===== config.mk =====
export PLATFORM = sky130hd
export DESIGN_NAME = nce_core
export DESIGN_NICKNAME = d
export VERILOG_FILES = /design/src/rtl/nce_pkg.sv /design/src/rtl/nce_core.sv
export SDC_FILE = /design/constraint.sdc
export NUM_CORES = 1
export LEC_CHECK = 0
export ABC_AREA = 1
export BUFFER_PORTS_ARGS = -buffer_cell sky130_fd_sc_hd__buf_2
export CAP_MARGIN = 10
export CORE_MARGIN = 8
export CORE_UTILIZATION = 54
export DETAILED_ROUTE_END_ITERATION = 16
export HOLD_SLACK_MARGIN = 0.02
export PLACE_DENSITY = 0.92
export SLEW_MARGIN = 30
export SYNTH_ARGS = -nofsm -noshare
export SYNTH_HDL_FRONTEND = slang
export SYNTH_SLANG_ARGS = --single-unit

===== constraint.sdc =====
create_clock -name i_mclk -period 2.3 [get_ports i_mclk]
set_clock_uncertainty 0.15 [all_clocks]
set_input_delay 0.23 -clock i_mclk [delete_from_list [all_inputs] [get_ports i_mclk]]
set_output_delay 0.23 -clock i_mclk [all_outputs]
set_load 0.01 [all_outputs]

===== src/rtl/nce_pkg.sv =====
// constants, opcodes and carrier types of the nibble instruction executor
package nce_pkg;
   localparam int unsigned NCE_PC_W = 13;
   localparam int unsigned NCE_STACK_DEPTH = 8;
   localparam logic [NCE_PC_W-1:0] NCE_PC_RST = 13'h0000;
   localparam logic [3:0] NCE_NIB_RST = 4'h0;
   localparam logic [7:0] NCE_PORTD_RST = 8'h00;
   localparam logic [7:0] NCE_PORTD_ONES = 8'hff;
   localparam logic [3:0] NCE_Y_MAX = 4'hf;
   // apb map
   localparam logic [7:0] NCE_OFS_CTRL = 8'h00;
   localparam logic [7:0] NCE_OFS_STATUS = 8'h04;
   localparam logic [7:0] NCE_OFS_PC = 8'h08;
   localparam int unsigned NCE_CTRL_RUN = 0;
   localparam int unsigned NCE_CTRL_WAKE = 1;
   localparam int unsigned NCE_CTRL_DR_LSB = 4;
   // whole-word opcodes and the port read and write prefixes
   localparam logic [9:0] NCE_OP_NOP = 10'h000;
   localparam logic [9:0] NCE_OP_PORTD_SET = 10'h011;
   localparam logic [9:0] NCE_OP_ACC_INVERT = 10'h01c;
   localparam logic [9:0] NCE_OP_RC_CLOCK_SELECT = 10'h29b;
   localparam logic [9:0] NCE_OP_Y_DECREMENT_SKIP = 10'h017;
   localparam logic [9:0] NCE_OP_Y_INCREMENT_SKIP = 10'h013;
   localparam logic [9:0] NCE_OP_IRQ_DISABLE = 10'h004;
   localparam logic [9:0] NCE_OP_IRQ_ENABLE = 10'h005;
   localparam logic [9:0] NCE_OP_WATCHDOG_STOP_ARM = 10'h29c;
   localparam logic [9:0] NCE_OP_POWERDOWN_UNLOCK = 10'h05b;
   localparam logic [9:0] NCE_OP_CLOCK_MODE_ENTRY = 10'h002;
   localparam logic [9:0] NCE_OP_RAM_BACKUP_ENTRY = 10'h008;
   localparam logic [9:0] NCE_OP_LOGIC_OR = 10'h019;
   localparam logic [9:0] NCE_OP_ACC_ROTATE_RIGHT = 10'h01d;
   localparam logic [7:0] NCE_OP_PORT_READ_HI = 8'h98;
   localparam logic [7:0] NCE_OP_PORT_WRITE_HI = 8'h88;
   localparam logic [9:0] NCE_OP_LONG_INDEXED_CALL = 10'h030;
   // prefix-coded opcodes
   localparam logic [4:0] NCE_OP_LONG_DIRECT_CALL_HI = 5'b00110;
   localparam logic [5:0] NCE_OP_ACC_LOAD_HI = 6'b000111;
   localparam logic [1:0] NCE_OP_XY_LOAD_HI = 2'b11;
   localparam logic [7:0] NCE_OP_Z_LOAD_HI = 8'b00010010;
   localparam logic [7:0] NCE_OP_BIT_CLEAR_HI = 8'b00010011;

   typedef enum logic [2:0] {
      NCE_ST_FETCH = 3'b000,
      NCE_ST_EXEC = 3'b001,
      NCE_ST_FETCH2 = 3'b010,
      NCE_ST_EXEC2 = 3'b011,
      NCE_ST_HALT = 3'b100
   } nce_state_type;

   typedef struct packed {
      logic ram_backup;
      logic clock_mode;
      logic rc_sel;
      logic wdt_arm;
      logic irq_en;
      logic carry;
      logic [2:0] stack_ptr;
      logic [1:0] z;
      logic [3:0] y;
      logic [3:0] x;
      logic [3:0] acc;
   } nce_status_type;
endpackage


===== src/rtl/nce_core.sv =====
// nibble cpu instruction executor with apb status and control
//
// Our own choices: the placing of the registers and register access over APB.
`timescale 1ns/100ps
module nce_core
   import nce_pkg::*;
(
   input wire logic i_mclk,
   input wire logic i_srst,
   input wire logic i_psel,
   input wire logic i_penable,
   input wire logic i_pwrite,
   input wire logic [7:0] i_paddr,
   input wire logic [31:0] i_pwdata,
   output logic o_pready,
   output logic [31:0] o_prdata,
   output logic o_pslverr,
   output logic [nce_pkg::NCE_PC_W-1:0] o_pm_addr,
   input wire logic [9:0] i_pm_data,
   output logic [9:0] o_dm_addr,
   input wire logic [3:0] i_dm_rdata,
   output logic [3:0] o_dm_wdata,
   output logic o_dm_we,
   input wire logic [3:0] i_p0,
   input wire logic [3:0] i_p1,
   input wire logic [3:0] i_p2,
   output logic [3:0] o_p0,
   output logic [3:0] o_p1,
   output logic [3:0] o_p2,
   output logic [7:0] o_port_d,
   output logic o_irq_enable,
   output logic o_rc_clock_sel,
   output logic o_wdt_stop_armed,
   output logic o_clock_mode,
   output logic o_ram_backup
);
   import nce_pkg::*;

   nce_state_type state_q;
   logic [NCE_PC_W-1:0] pc_q;
   logic [NCE_PC_W-1:0] stack_q [NCE_STACK_DEPTH];
   logic [2:0] stack_ptr_q;
   logic [9:0] word1_q;
   logic skip_q, skip2_q;
   logic last_acc_ld_q, last_xy_ld_q;
   logic unlock_q, ie_pend_q;
   logic [3:0] acc_q, x_q, y_q;
   logic [1:0] z_q;
   logic carry_q;
   logic run_q, wake_q;
   logic [2:0] dreg_q;
   logic [11:0] p_s1_q, p_s2_q, p_s3_q, p_val_q;
   logic [3:0] y_inc, y_dec;
   nce_status_type status;

   // decode of the word in the execute cycle
   logic [9:0] w;
   logic is_acc_ld, is_xy_ld, is_call1, do_op;
   assign w = i_pm_data;
   assign is_acc_ld = (w[9:4] == NCE_OP_ACC_LOAD_HI);
   assign is_xy_ld = (w[9:8] == NCE_OP_XY_LOAD_HI);
   assign is_call1 = (w[9:5] == NCE_OP_LONG_DIRECT_CALL_HI) ||
                     (w == NCE_OP_LONG_INDEXED_CALL);
   assign do_op = (state_q == NCE_ST_EXEC) && !skip_q &&
                  !(is_acc_ld && last_acc_ld_q) &&
                  !(is_xy_ld && last_xy_ld_q);
   assign y_inc = y_q + 4'h1;
   assign y_dec = y_q - 4'h1;

   // three-stage input synchroniser, value taken when stages 2 and 3 agree
   always_ff @(posedge i_mclk)
   begin
      if (i_srst)
      begin
         p_s1_q <= 12'h000;
         p_s2_q <= 12'h000;
         p_s3_q <= 12'h000;
         p_val_q <= 12'h000;
      end
      else
      begin
         p_s1_q <= {i_p2, i_p1, i_p0};
         p_s2_q <= p_s1_q;
         p_s3_q <= p_s2_q;
         p_val_q <= (p_s2_q & ~(p_s2_q ^ p_s3_q)) |
                    (p_val_q & (p_s2_q ^ p_s3_q));
      end
   end

   // sequencing, fetch and skip bookkeeping
   always_ff @(posedge i_mclk)
   begin
      if (i_srst)
      begin
         state_q <= NCE_ST_FETCH;
         pc_q <= NCE_PC_RST;
         o_pm_addr <= NCE_PC_RST;
         word1_q <= NCE_OP_NOP;
         skip_q <= 1'b0;
         skip2_q <= 1'b0;
         last_acc_ld_q <= 1'b0;
         last_xy_ld_q <= 1'b0;
         unlock_q <= 1'b0;
      end
      else
      begin
         unique case (state_q)
            NCE_ST_FETCH, NCE_ST_FETCH2:
            begin
               if (run_q)
               begin
                  o_pm_addr <= pc_q;
                  pc_q <= pc_q + 13'h0001;
                  state_q <= (state_q == NCE_ST_FETCH) ? NCE_ST_EXEC
                                                       : NCE_ST_EXEC2;
               end
            end
            NCE_ST_EXEC:
            begin
               word1_q <= w;
               skip_q <= 1'b0;
               skip2_q <= skip_q;
               last_acc_ld_q <= is_acc_ld;
               last_xy_ld_q <= is_xy_ld;
               // unlock lives for exactly one following instruction
               unlock_q <= do_op && (w == NCE_OP_POWERDOWN_UNLOCK);
               if (is_call1)
                  state_q <= NCE_ST_FETCH2;
               else if (do_op && unlock_q &&
                        (w == NCE_OP_CLOCK_MODE_ENTRY ||
                         w == NCE_OP_RAM_BACKUP_ENTRY))
                  state_q <= NCE_ST_HALT;
               else
                  state_q <= NCE_ST_FETCH;
               if (do_op && w == NCE_OP_Y_INCREMENT_SKIP)
                  skip_q <= (y_inc == 4'h0);
               if (do_op && w == NCE_OP_Y_DECREMENT_SKIP)
                  skip_q <= (y_dec == NCE_Y_MAX);
            end
            NCE_ST_EXEC2:
            begin
               state_q <= NCE_ST_FETCH;
               if (!skip2_q)
               begin
                  if (word1_q == NCE_OP_LONG_INDEXED_CALL)
                     pc_q <= {w[7], w[6], w[3:0], dreg_q, acc_q};
                  else
                     pc_q <= {w[7], word1_q[4:0], w[6:0]};
               end
            end
            NCE_ST_HALT:
            begin
               if (wake_q)
                  state_q <= NCE_ST_FETCH;
            end
            default:
               state_q <= NCE_ST_FETCH;
         endcase
      end
   end

   // return stack; wraps silently past eight levels
   always_ff @(posedge i_mclk)
   begin
      if (i_srst)
      begin
         stack_ptr_q <= 3'h0;
         for (int i = 0; i < NCE_STACK_DEPTH; i++)
            stack_q[i] <= NCE_PC_RST;
      end
      else if (state_q == NCE_ST_EXEC2 && !skip2_q)
      begin
         stack_ptr_q <= stack_ptr_q + 3'h1;
         stack_q[stack_ptr_q + 3'h1] <= pc_q;
      end
   end

   // accumulator, carry and data pointer
   always_ff @(posedge i_mclk)
   begin
      if (i_srst)
      begin
         acc_q <= NCE_NIB_RST;
         carry_q <= 1'b0;
         x_q <= NCE_NIB_RST;
         y_q <= NCE_NIB_RST;
         z_q <= 2'h0;
      end
      else if (do_op)
      begin
         if (w == NCE_OP_ACC_INVERT)
            acc_q <= ~acc_q;
         if (w == NCE_OP_LOGIC_OR)
            acc_q <= acc_q | i_dm_rdata;
         if (w == NCE_OP_ACC_ROTATE_RIGHT)
            {acc_q, carry_q} <= {carry_q, acc_q};
         if (w[9:2] == NCE_OP_PORT_READ_HI && w[1:0] != 2'h3)
            acc_q <= p_val_q[{w[1:0], 2'h0} +: 4];
         if (is_acc_ld)
            acc_q <= w[3:0];
         if (is_xy_ld)
         begin
            x_q <= w[7:4];
            y_q <= w[3:0];
         end
         if (w[9:2] == NCE_OP_Z_LOAD_HI)
            z_q <= w[1:0];
         if (w == NCE_OP_Y_INCREMENT_SKIP)
            y_q <= y_inc;
         if (w == NCE_OP_Y_DECREMENT_SKIP)
            y_q <= y_dec;
      end
   end

   // memory bit clear, written in the cycle after decode
   always_ff @(posedge i_mclk)
   begin
      if (i_srst)
      begin
         o_dm_we <= 1'b0;
         o_dm_wdata <= NCE_NIB_RST;
      end
      else
      begin
         o_dm_we <= do_op && (w[9:2] == NCE_OP_BIT_CLEAR_HI);
         o_dm_wdata <= i_dm_rdata & ~(4'h1 << w[1:0]);
      end
   end
   assign o_dm_addr = {z_q, x_q, y_q};

   // ports and mode flags
   always_ff @(posedge i_mclk)
   begin
      if (i_srst)
      begin
         o_p0 <= NCE_NIB_RST;
         o_p1 <= NCE_NIB_RST;
         o_p2 <= NCE_NIB_RST;
         o_port_d <= NCE_PORTD_RST;
         o_rc_clock_sel <= 1'b0;
         o_wdt_stop_armed <= 1'b0;
         o_clock_mode <= 1'b0;
         o_ram_backup <= 1'b0;
      end
      else
      begin
         if (do_op && w == NCE_OP_PORTD_SET)
            o_port_d <= NCE_PORTD_ONES;
         if (do_op && w == NCE_OP_RC_CLOCK_SELECT)
            o_rc_clock_sel <= 1'b1;
         if (do_op && w == NCE_OP_WATCHDOG_STOP_ARM)
            o_wdt_stop_armed <= 1'b1;
         if (do_op && w[9:2] == NCE_OP_PORT_WRITE_HI)
         begin
            if (w[1:0] == 2'h0)
               o_p0 <= acc_q;
            if (w[1:0] == 2'h1)
               o_p1 <= acc_q;
            if (w[1:0] == 2'h2)
               o_p2 <= acc_q;
         end
         if (wake_q)
         begin
            o_clock_mode <= 1'b0;
            o_ram_backup <= 1'b0;
         end
         // entry beats a same-cycle wake, so mode and halt agree
         if (do_op && unlock_q)
         begin
            if (w == NCE_OP_CLOCK_MODE_ENTRY)
               o_clock_mode <= 1'b1;
            if (w == NCE_OP_RAM_BACKUP_ENTRY)
               o_ram_backup <= 1'b1;
         end
      end
   end

   // interrupt enable: pending stage gives the one-instruction delay
   always_ff @(posedge i_mclk)
   begin
      if (i_srst)
      begin
         ie_pend_q <= 1'b0;
         o_irq_enable <= 1'b0;
      end
      else if (do_op && w == NCE_OP_IRQ_DISABLE)
      begin
         ie_pend_q <= 1'b0;
         o_irq_enable <= 1'b0;
      end
      else if (state_q == NCE_ST_EXEC)
      begin
         ie_pend_q <= do_op && (w == NCE_OP_IRQ_ENABLE);
         if (ie_pend_q)
            o_irq_enable <= 1'b1;
      end
   end

   // apb slave, one wait state so all outputs come from flops
   assign status = '{o_ram_backup, o_clock_mode, o_rc_clock_sel,
                     o_wdt_stop_armed, o_irq_enable, carry_q, stack_ptr_q, z_q,
                     y_q, x_q, acc_q};
   always_ff @(posedge i_mclk)
   begin
      if (i_srst)
      begin
         o_pready <= 1'b0;
         o_prdata <= 32'h00000000;
         o_pslverr <= 1'b0;
         run_q <= 1'b0;
         wake_q <= 1'b0;
         dreg_q <= 3'h0;
      end
      else
      begin
         wake_q <= 1'b0;
         o_pready <= i_psel && i_penable && !o_pready;
         o_pslverr <= 1'b0;
         o_prdata <= 32'h00000000;
         if (i_psel && i_penable && !o_pready)
         begin
            unique case (i_paddr)
               NCE_OFS_CTRL:
               begin
                  o_prdata <= {25'h0000000, dreg_q, 3'h0, run_q};
                  if (i_pwrite)
                  begin
                     run_q <= i_pwdata[NCE_CTRL_RUN];
                     wake_q <= i_pwdata[NCE_CTRL_WAKE];
                     dreg_q <= i_pwdata[NCE_CTRL_DR_LSB +: 3];
                  end
               end
               NCE_OFS_STATUS:
                  o_prdata <= {9'h000, status};
               NCE_OFS_PC:
                  o_prdata <= {19'h00000, pc_q};
               default:
                  o_pslverr <= 1'b1;
            endcase
         end
      end
   end
endmodule


==> out/metrics.csv, run 1 <==
stage,metric,value,unit
status,status,"complete, no violations",
routing,post-route ant nets,0,
timing,fin crit period,2.24,ns
clocking,"Clk Latency, worst-skew pair",0.43,ns
critical_path,FF-to-FF path depth,6,
routing,Initial DRC Count,566,
grt,met1 global-route usage,26.1,%
floorplan,initial cell density of the core,55.1,%
floorplan,Die ar.,0.0168,sq mm
timing,Slew @ Worst Pin,0.581,ns
grt,Overall Global Routing Usage,23.1,%
synthesis,Mapped Cells,947,
critical_path,"Arr. time, crit path",2.39,ns
placed_design,DP HPWL,13200,um
power,cell area power density,678,mW/mm^2
synthesis,cell taking the most area after synthesis,dfxtp_1,
timing,final setup fails,0,
timing,setup total negative slack,0,ns
clocking,Root Driver,clkbuf_16,
synthesis,Post-synth EDFFs,0,
synthesis,sequential area share after synthesis,47.2,%
grt,global route overflow,0,
power,final total power,5.74,mW
timing,Fmax,447,MHz
synthesis,Syn. warnings,0,
grt,initial antenna violation count,2,
routing,drt pass-1 iters,5,
placed_design,Placed Cells,1212,
run,Max Cap Violations,0,
grt,layer with the highest usage,met2,
final_layout,Final Cell Area,0.00847,sq mm
routing,Remaining DRCs,0,
routing,DRT Wirelength,19300,um
floorplan,# IOs,158,
timing,hold slack,0.0456,ns
synthesis,Yosys top cell area share,47.2,%
synthesis,top-count cell post-synth,dfxtp_1,
critical_path,CP Capture Type,flip-flop,
timing,setup ws final,0.0620,ns
critical_path,FF-to-FF Start,o_pready,
final_layout,final core utilization,67.1,%
clocking,Max clock buf depth,2,
synthesis,Netlist cell types,40,
power,VDD IR max,0.000708,V
grt,largest net degree at the start of global routing,88,
timing,Final period util,97.3,%
critical_path,reg2reg setup slack,0.29,ns
clocking,CTS tree,yes,
grt,GR Util met2,38.7,%
hold_path,Hold WC Path Type,input pin to flip-flop,
synthesis,Post-synth top cells,"dfxtp_1, nand2_1, nor2_1, inv_1, a21oi_1",
timing,RSZ-0062 raised after global routing,false,
floorplan,Die H,129,um
routing,WL per Instance,15.2,um
synthesis,"FF+latch count, synth",164,
placed_design,routability congestion estimate,0.891,
floorplan,row count,41,
timing,Worst slew margin,61.0,%
final_layout,Antenna Cells,0,
timing,final hold violations,0,
synthesis,ranking of synthesized cells by area,"dfxtp_1, nand2_1, nor2_1, a21oi_1, inv_1",
clocking,Setup Buffers After CTS,0,
clocking,H-tree depth,4,
floorplan,core footprint,0.0126,sq mm
grt,first-pass GRT wire length,30500,um
synthesis,Post-synth top flop,dfxtp_1,
final_layout,nets,1163,
critical_path,Critical Path Source,i_pm_data[0],
placed_design,port bufs,121,
critical_path,termination of the worst setup path,acc_q[0],
final_layout,final cell count without fillers,1271,
grt,met3 GRT Util,7.27,%
clocking,# clock sinks,164,
critical_path,critical path data required time,2.45,ns
critical_path,nature of the critical path startpoint,input pin,
clocking,Num CTS Buffers,17,
critical_path,FF-to-FF End,wake_q,
routing,DR vias/cell,5.30,
critical_path,CP Class,input pin to flip-flop,
timing,"Slew Viols, Final",0,
placed_design,post-placement cell area,0.00764,sq mm
final_layout,layout cells sized above 1,17.8,%
grt,number of global-route vias before repair,6410,
floorplan,die width,129,um
power,Leak,3.79,nW
placed_design,Place WS,0.280,ns
clocking,Clock Pin Slew Worst Setup and Hold Paths,0.06,ns
routing,total number of vias,6736,
synthesis,Mean Syn Cell Area,7.34,sq um
critical_path,Max Fanout on Critical Path,9,
synthesis,Syn Std Cell Area,0.00695,sq mm
synthesis,Post-synth ARST share,0,%
hold_path,worst hold stages,4,
final_layout,area grow syn2layout,21.8,%
where the power goes:
part	switching, mW	total, mW	internal (mW)	leakage [nW]
sequential	0.0125	2.88	2.87	1.33
combinational	0.176	0.279	0.103	2.20
clock	1.15	2.58	1.43	0.253
total	1.34	5.74	4.40	3.79
layout make-up:
cell class	instances	area, sq um
Clock buffer	19	453
Sequential cell	164	3280
Clock inverter	12	83.8
Multi-Input combinational cell	610	2940
Inverter	133	504
Timing Repair Buffer	161	988
Fill cell	1010	4150
Tap cell	172	215
cells in the final DEF (no fill, tap or decap), types with 6 or more instances in the layout:
cell and n:
nor3_1 14, o211ai_1 10, nor2_1 143, nand4_1 15
clkbuf_16 17, conb_1 9, buf_4 11, nand2_1 145
nor2_2 6, nand3_1 38, o21ai_0 88, nor4_1 6
buf_2 121, a21oi_1 98, inv_2 7, dlygate4sd3_1 28
a22oi_1 6, inv_1 121, dfxtp_1 164
how the worst min path moves through the flow:
stage | from | endpoint | slack, ns
final | i_pm_data[4] | o_dm_we | 0.05
after global placement | p_s1_q[10] | p_s2_q[10] | 0.24
after detailed placement | p_s1_q[10] | p_s2_q[10] | 0.25
after global routing | i_pm_data[3] | o_dm_we | 0.05
after CTS | i_pm_data[4] | o_dm_we | 0.03
after floorplan | i_p0[0] | p_s1_q[0] | 0.19
kinds of logic (layout without fill, tap and decap cells):
kind of cell	Yosys count	after routing	synth area share, %
AOI/OAI and AO/OA	207	207	15.7
xor gates and xnor gates	6	6	0.756
adders and majority gates	5	5	0.900
buffers and inverters	181	325	11.0
DFF	164	164	47.2
other	1	9	0.0540
and+or+nand+nor	383	383	24.4
repair_timing:
action / CTS / global route
hold endpoints to repair: 28 / 0
hold buffers: 28 / 0
setup endpoints to repair: 0 / 3
resized for setup: 0 / 2
state kept, by name, summed over array words and instances, names as in the netlist, 10 cells and up, named ones only:
| register | count |
|---|---|
| o_prdata | 23 |
| o_pm_addr | 13 |
| pc_q | 13 |
| p_s1_q | 12 |
| p_s2_q | 12 |
| p_s3_q | 12 |
| word1_q | 10 |
routing by layer:
metal	vias up	wire, um
li1	3315	-
met1	3061	7510
met2	303	9350
met3	53	1850
met4	4	551
met5	-	23
critical path, stage by stage:
cell	delay [ns]
dlygate4sd3_1	0.56
buf_2	0.19
inv_1	0.15
nor2_4	0.25
inv_1	0.10
nor2_1	0.33
nand3_1	0.13
nand3_1	0.11
nand2_1	0.06
nand2_1	0.07
nand2_1	0.06
nand2_1	0.08
a21oi_1	0.06
Power figures use the tool's default switching activity.
==> inputs of run 2 (changes only) <==
CORE_UTILIZATION = 50   (was 54)
PLACE_DENSITY = 0.87   (was 0.92)
==> out/metrics.csv, run 2 (synthesis results as in run 1) <==
stage,metric,value,unit,change
status,status,"complete, no violations",,
floorplan,core footprint,0.0137,sq mm,+8.7%
critical_path,CP Capture Type,flip-flop,,
power,cell area power density,711,mW/mm^2,+4.9%
placed_design,port bufs,121,,unchanged
placed_design,DP HPWL,13200,um,+0.46%
final_layout,area grow syn2layout,23.0,%,
floorplan,die width,134,um,+3.4%
placed_design,post-placement cell area,0.00765,sq mm,about the same
routing,DRT Wirelength,19000,um,-1.6%
routing,post-route ant nets,0,,unchanged
timing,fin crit period,2.16,ns,-0.0772 ns
critical_path,termination of the worst setup path,y_q[3],,
timing,Final period util,94.0,%,-3.4 points
final_layout,top flop regs,"o_prdata (23), o_pm_addr (13), pc_q (13)",,
floorplan,initial cell density of the core,50.7,%,-4.4 points
timing,Slew @ Worst Pin,0.559,ns,-0.0219 ns
final_layout,Biggest register,o_prdata,,
final_layout,"commonest cells after routing, fill and taps aside","dfxtp_1, nand2_1, nor2_1, inv_1, buf_2",,
hold_path,worst hold stages,3,,-1
routing,Remaining DRCs,0,,unchanged
clocking,CTS tree,yes,,
power,Leak,3.82,nW,+0.88%
power,switching power of the nets,1.40,mW,+4.3%
timing,Fmax,463,MHz,+3.6%
floorplan,Die ar.,0.0179,sq mm,+7.0%
floorplan,Die H,134,um,+3.4%
power,Pint,4.68,mW,+6.3%
routing,total number of vias,6600,,-2.0%
critical_path,Critical Path Source,i_pm_data[9],,
final_layout,Antenna Cells,0,,unchanged
floorplan,row count,43,,+4.9%
timing,setup total negative slack,0,ns,unchanged
final_layout,max reg flops,23,,unchanged
placed_design,routability congestion estimate,0.892,,+0.13%
final_layout,final core utilization,62.3,%,-4.8 points
clocking,H-tree depth,4,,unchanged
critical_path,reg2reg setup slack,0.26,ns,-0.03 ns
grt,initial antenna violation count,0,,-2
critical_path,critical path data required time,2.48,ns,+0.03 ns
final_layout,layout cells sized above 1,18.0,%,+0.18 points
critical_path,FF-to-FF End,pc_q[12],,
grt,first-pass GRT wire length,30600,um,+0.41%
power,clock power share,48.0,%,+3.1 points
critical_path,nature of the critical path startpoint,input pin,,
clocking,Root Driver,clkbuf_16,,
timing,final setup fails,0,,unchanged
power,VDD IR max,0.000600,V,-15%
grt,global route overflow,0,,unchanged
final_layout,"most common cell after layout, fill and taps aside",dfxtp_1,,
final_layout,Final Cell Area,0.00854,sq mm,+0.92%
routing,WL per Instance,14.8,um,-2.2%
critical_path,FF-to-FF path depth,10,,+4
final_layout,nets,1162,,-0.086%
hold_path,Hold WC Path Type,input pin to flip-flop,,
routing,DR vias/cell,5.16,,-2.6%
clocking,Max clock buf depth,2,,unchanged
critical_path,Max Fanout on Critical Path,12,,+3
clocking,"Clk Latency, worst-skew pair",0.43,ns,about the same
critical_path,CP Class,input pin to flip-flop,,
grt,largest net degree at the start of global routing,88,,unchanged
clocking,Num CTS Buffers,17,,unchanged
floorplan,# IOs,158,,unchanged
grt,Overall Global Routing Usage,21.2,%,-1.9 points
grt,number of global-route vias before repair,6344,,-1.0%
timing,"Slew Viols, Final",0,,unchanged
critical_path,"Arr. time, crit path",2.34,ns,-0.05 ns
timing,final hold violations,0,,unchanged
routing,drt pass-1 iters,5,,unchanged
run,Max Cap Violations,0,,unchanged
routing,Initial DRC Count,540,,-4.6%
power,part of the power in registers,47.4,%,-2.8 points
clocking,# clock sinks,164,,unchanged
power,power share of the combinational group,4.6,%,-0.3 points
timing,Worst slew margin,62.4,%,+1.5 points
power,sw frac,23.0,%,-0.35 points
critical_path,FF-to-FF Start,pc_q[1],,
clocking,Clock Pin Slew Worst Setup and Hold Paths,0.07,ns,about the same
[run 2: changes by cell type in the layout (fill, tap and decap cells not counted)]
| cell | previous run | this run |
|---|---|---|
| inv_8 | 0 | 1 |
| clkinv_4 | 2 | 1 |
| bufinv_16 | 0 | 2 |
| clkinvlp_4 | 5 | 3 |
| nor2_1 | 143 | 142 |
| nor2_2 | 6 | 8 |
| inv_6 | 1 | 4 |
| nor3_1 | 14 | 13 |
| buf_4 | 11 | 10 |
| clkinv_2 | 4 | 1 |
| nor2_4 | 2 | 1 |
| nor3_2 | 1 | 2 |
| clkbuf_8 | 2 | 3 |
[run 2: cell type report]
cell class / instances / area [sq um]
Clock buffer: 20 / 467
Sequential cell: 164 / 3280
Clock inverter: 12 / 143
Fill cell: 1153 / 5170
Tap cell: 180 / 225
Multi-Input combinational cell: 610 / 2940
Timing Repair Buffer: 160 / 981
Inverter: 133 / 504
[run 2: critical path, cell delays in order]
cell	delay (ns)
dlygate4sd3_1	0.56
buf_2	0.15
inv_2	0.10
nand2_4	0.09
inv_4	0.10
nand2_2	0.10
nor2_2	0.16
nand2_1	0.11
nand2_4	0.14
inv_4	0.11
o21ai_2	0.12
inv_1	0.12
o21ai_0	0.16
nor2_1	0.06
[run 2: worst min-delay path by stage]
stage,start,end,slack [ns]
after CTS,i_pm_data[2],o_dm_we,0.03
after detailed placement,p_s1_q[0],p_s2_q[0],0.24
final,i_pm_data[7],word1_q[7],0.05
after global routing,i_pm_data[2],o_dm_we,0.05
after floorplan,i_p0[0],p_s1_q[0],0.19
after global placement,p_s1_q[2],p_s2_q[2],0.24
[run 2: layer usage]
layer | vias up | GRT usage (%) | routed length, um | share of wire [%]
met4 | 0 | 8.86 | 426 | 2.2
li1 | 3298 | - | - | -
met3 | 43 | 7.29 | 1830 | 9.6
met5 | - | 0 | 0 | 0
met1 | 2971 | 24.5 | 7690 | 41
met2 | 288 | 35.2 | 9030 | 48
[run 2: power by group through the flow]
stage	registers, mW	logic [mW]	clock network (mW)
after floorplan	2.95	0.149	0
after global placement	2.95	0.228	0
after detailed placement	2.95	0.231	0
after CTS	2.88	0.269	2.94
after global routing	2.88	0.306	3.06
final	2.88	0.277	2.92
[run 2: per-stage QoR]
stage | worst slack (ns) | hold slack, ns | cells | total power, mW
after CTS | 0.124 | 0.0293 | 1279 | 6.10
after floorplan | 0.602 | 0.187 | 955 | 3.10
after global routing | -0.00452 | 0.0480 | 1279 | 6.25
after global placement | 0.286 | 0.238 | 1219 | 3.17
final | 0.139 | 0.0475 | 1279 | 6.08
after detailed placement | 0.257 | 0.245 | 1219 | 3.18
[run 2: what timing repair did]
action	CTS	global route
hold buffers	28	0
endpoints found under the hold margin	28	0
buffers inserted	0	0
resized for setup	0	3
setup endpoints to repair	0	4
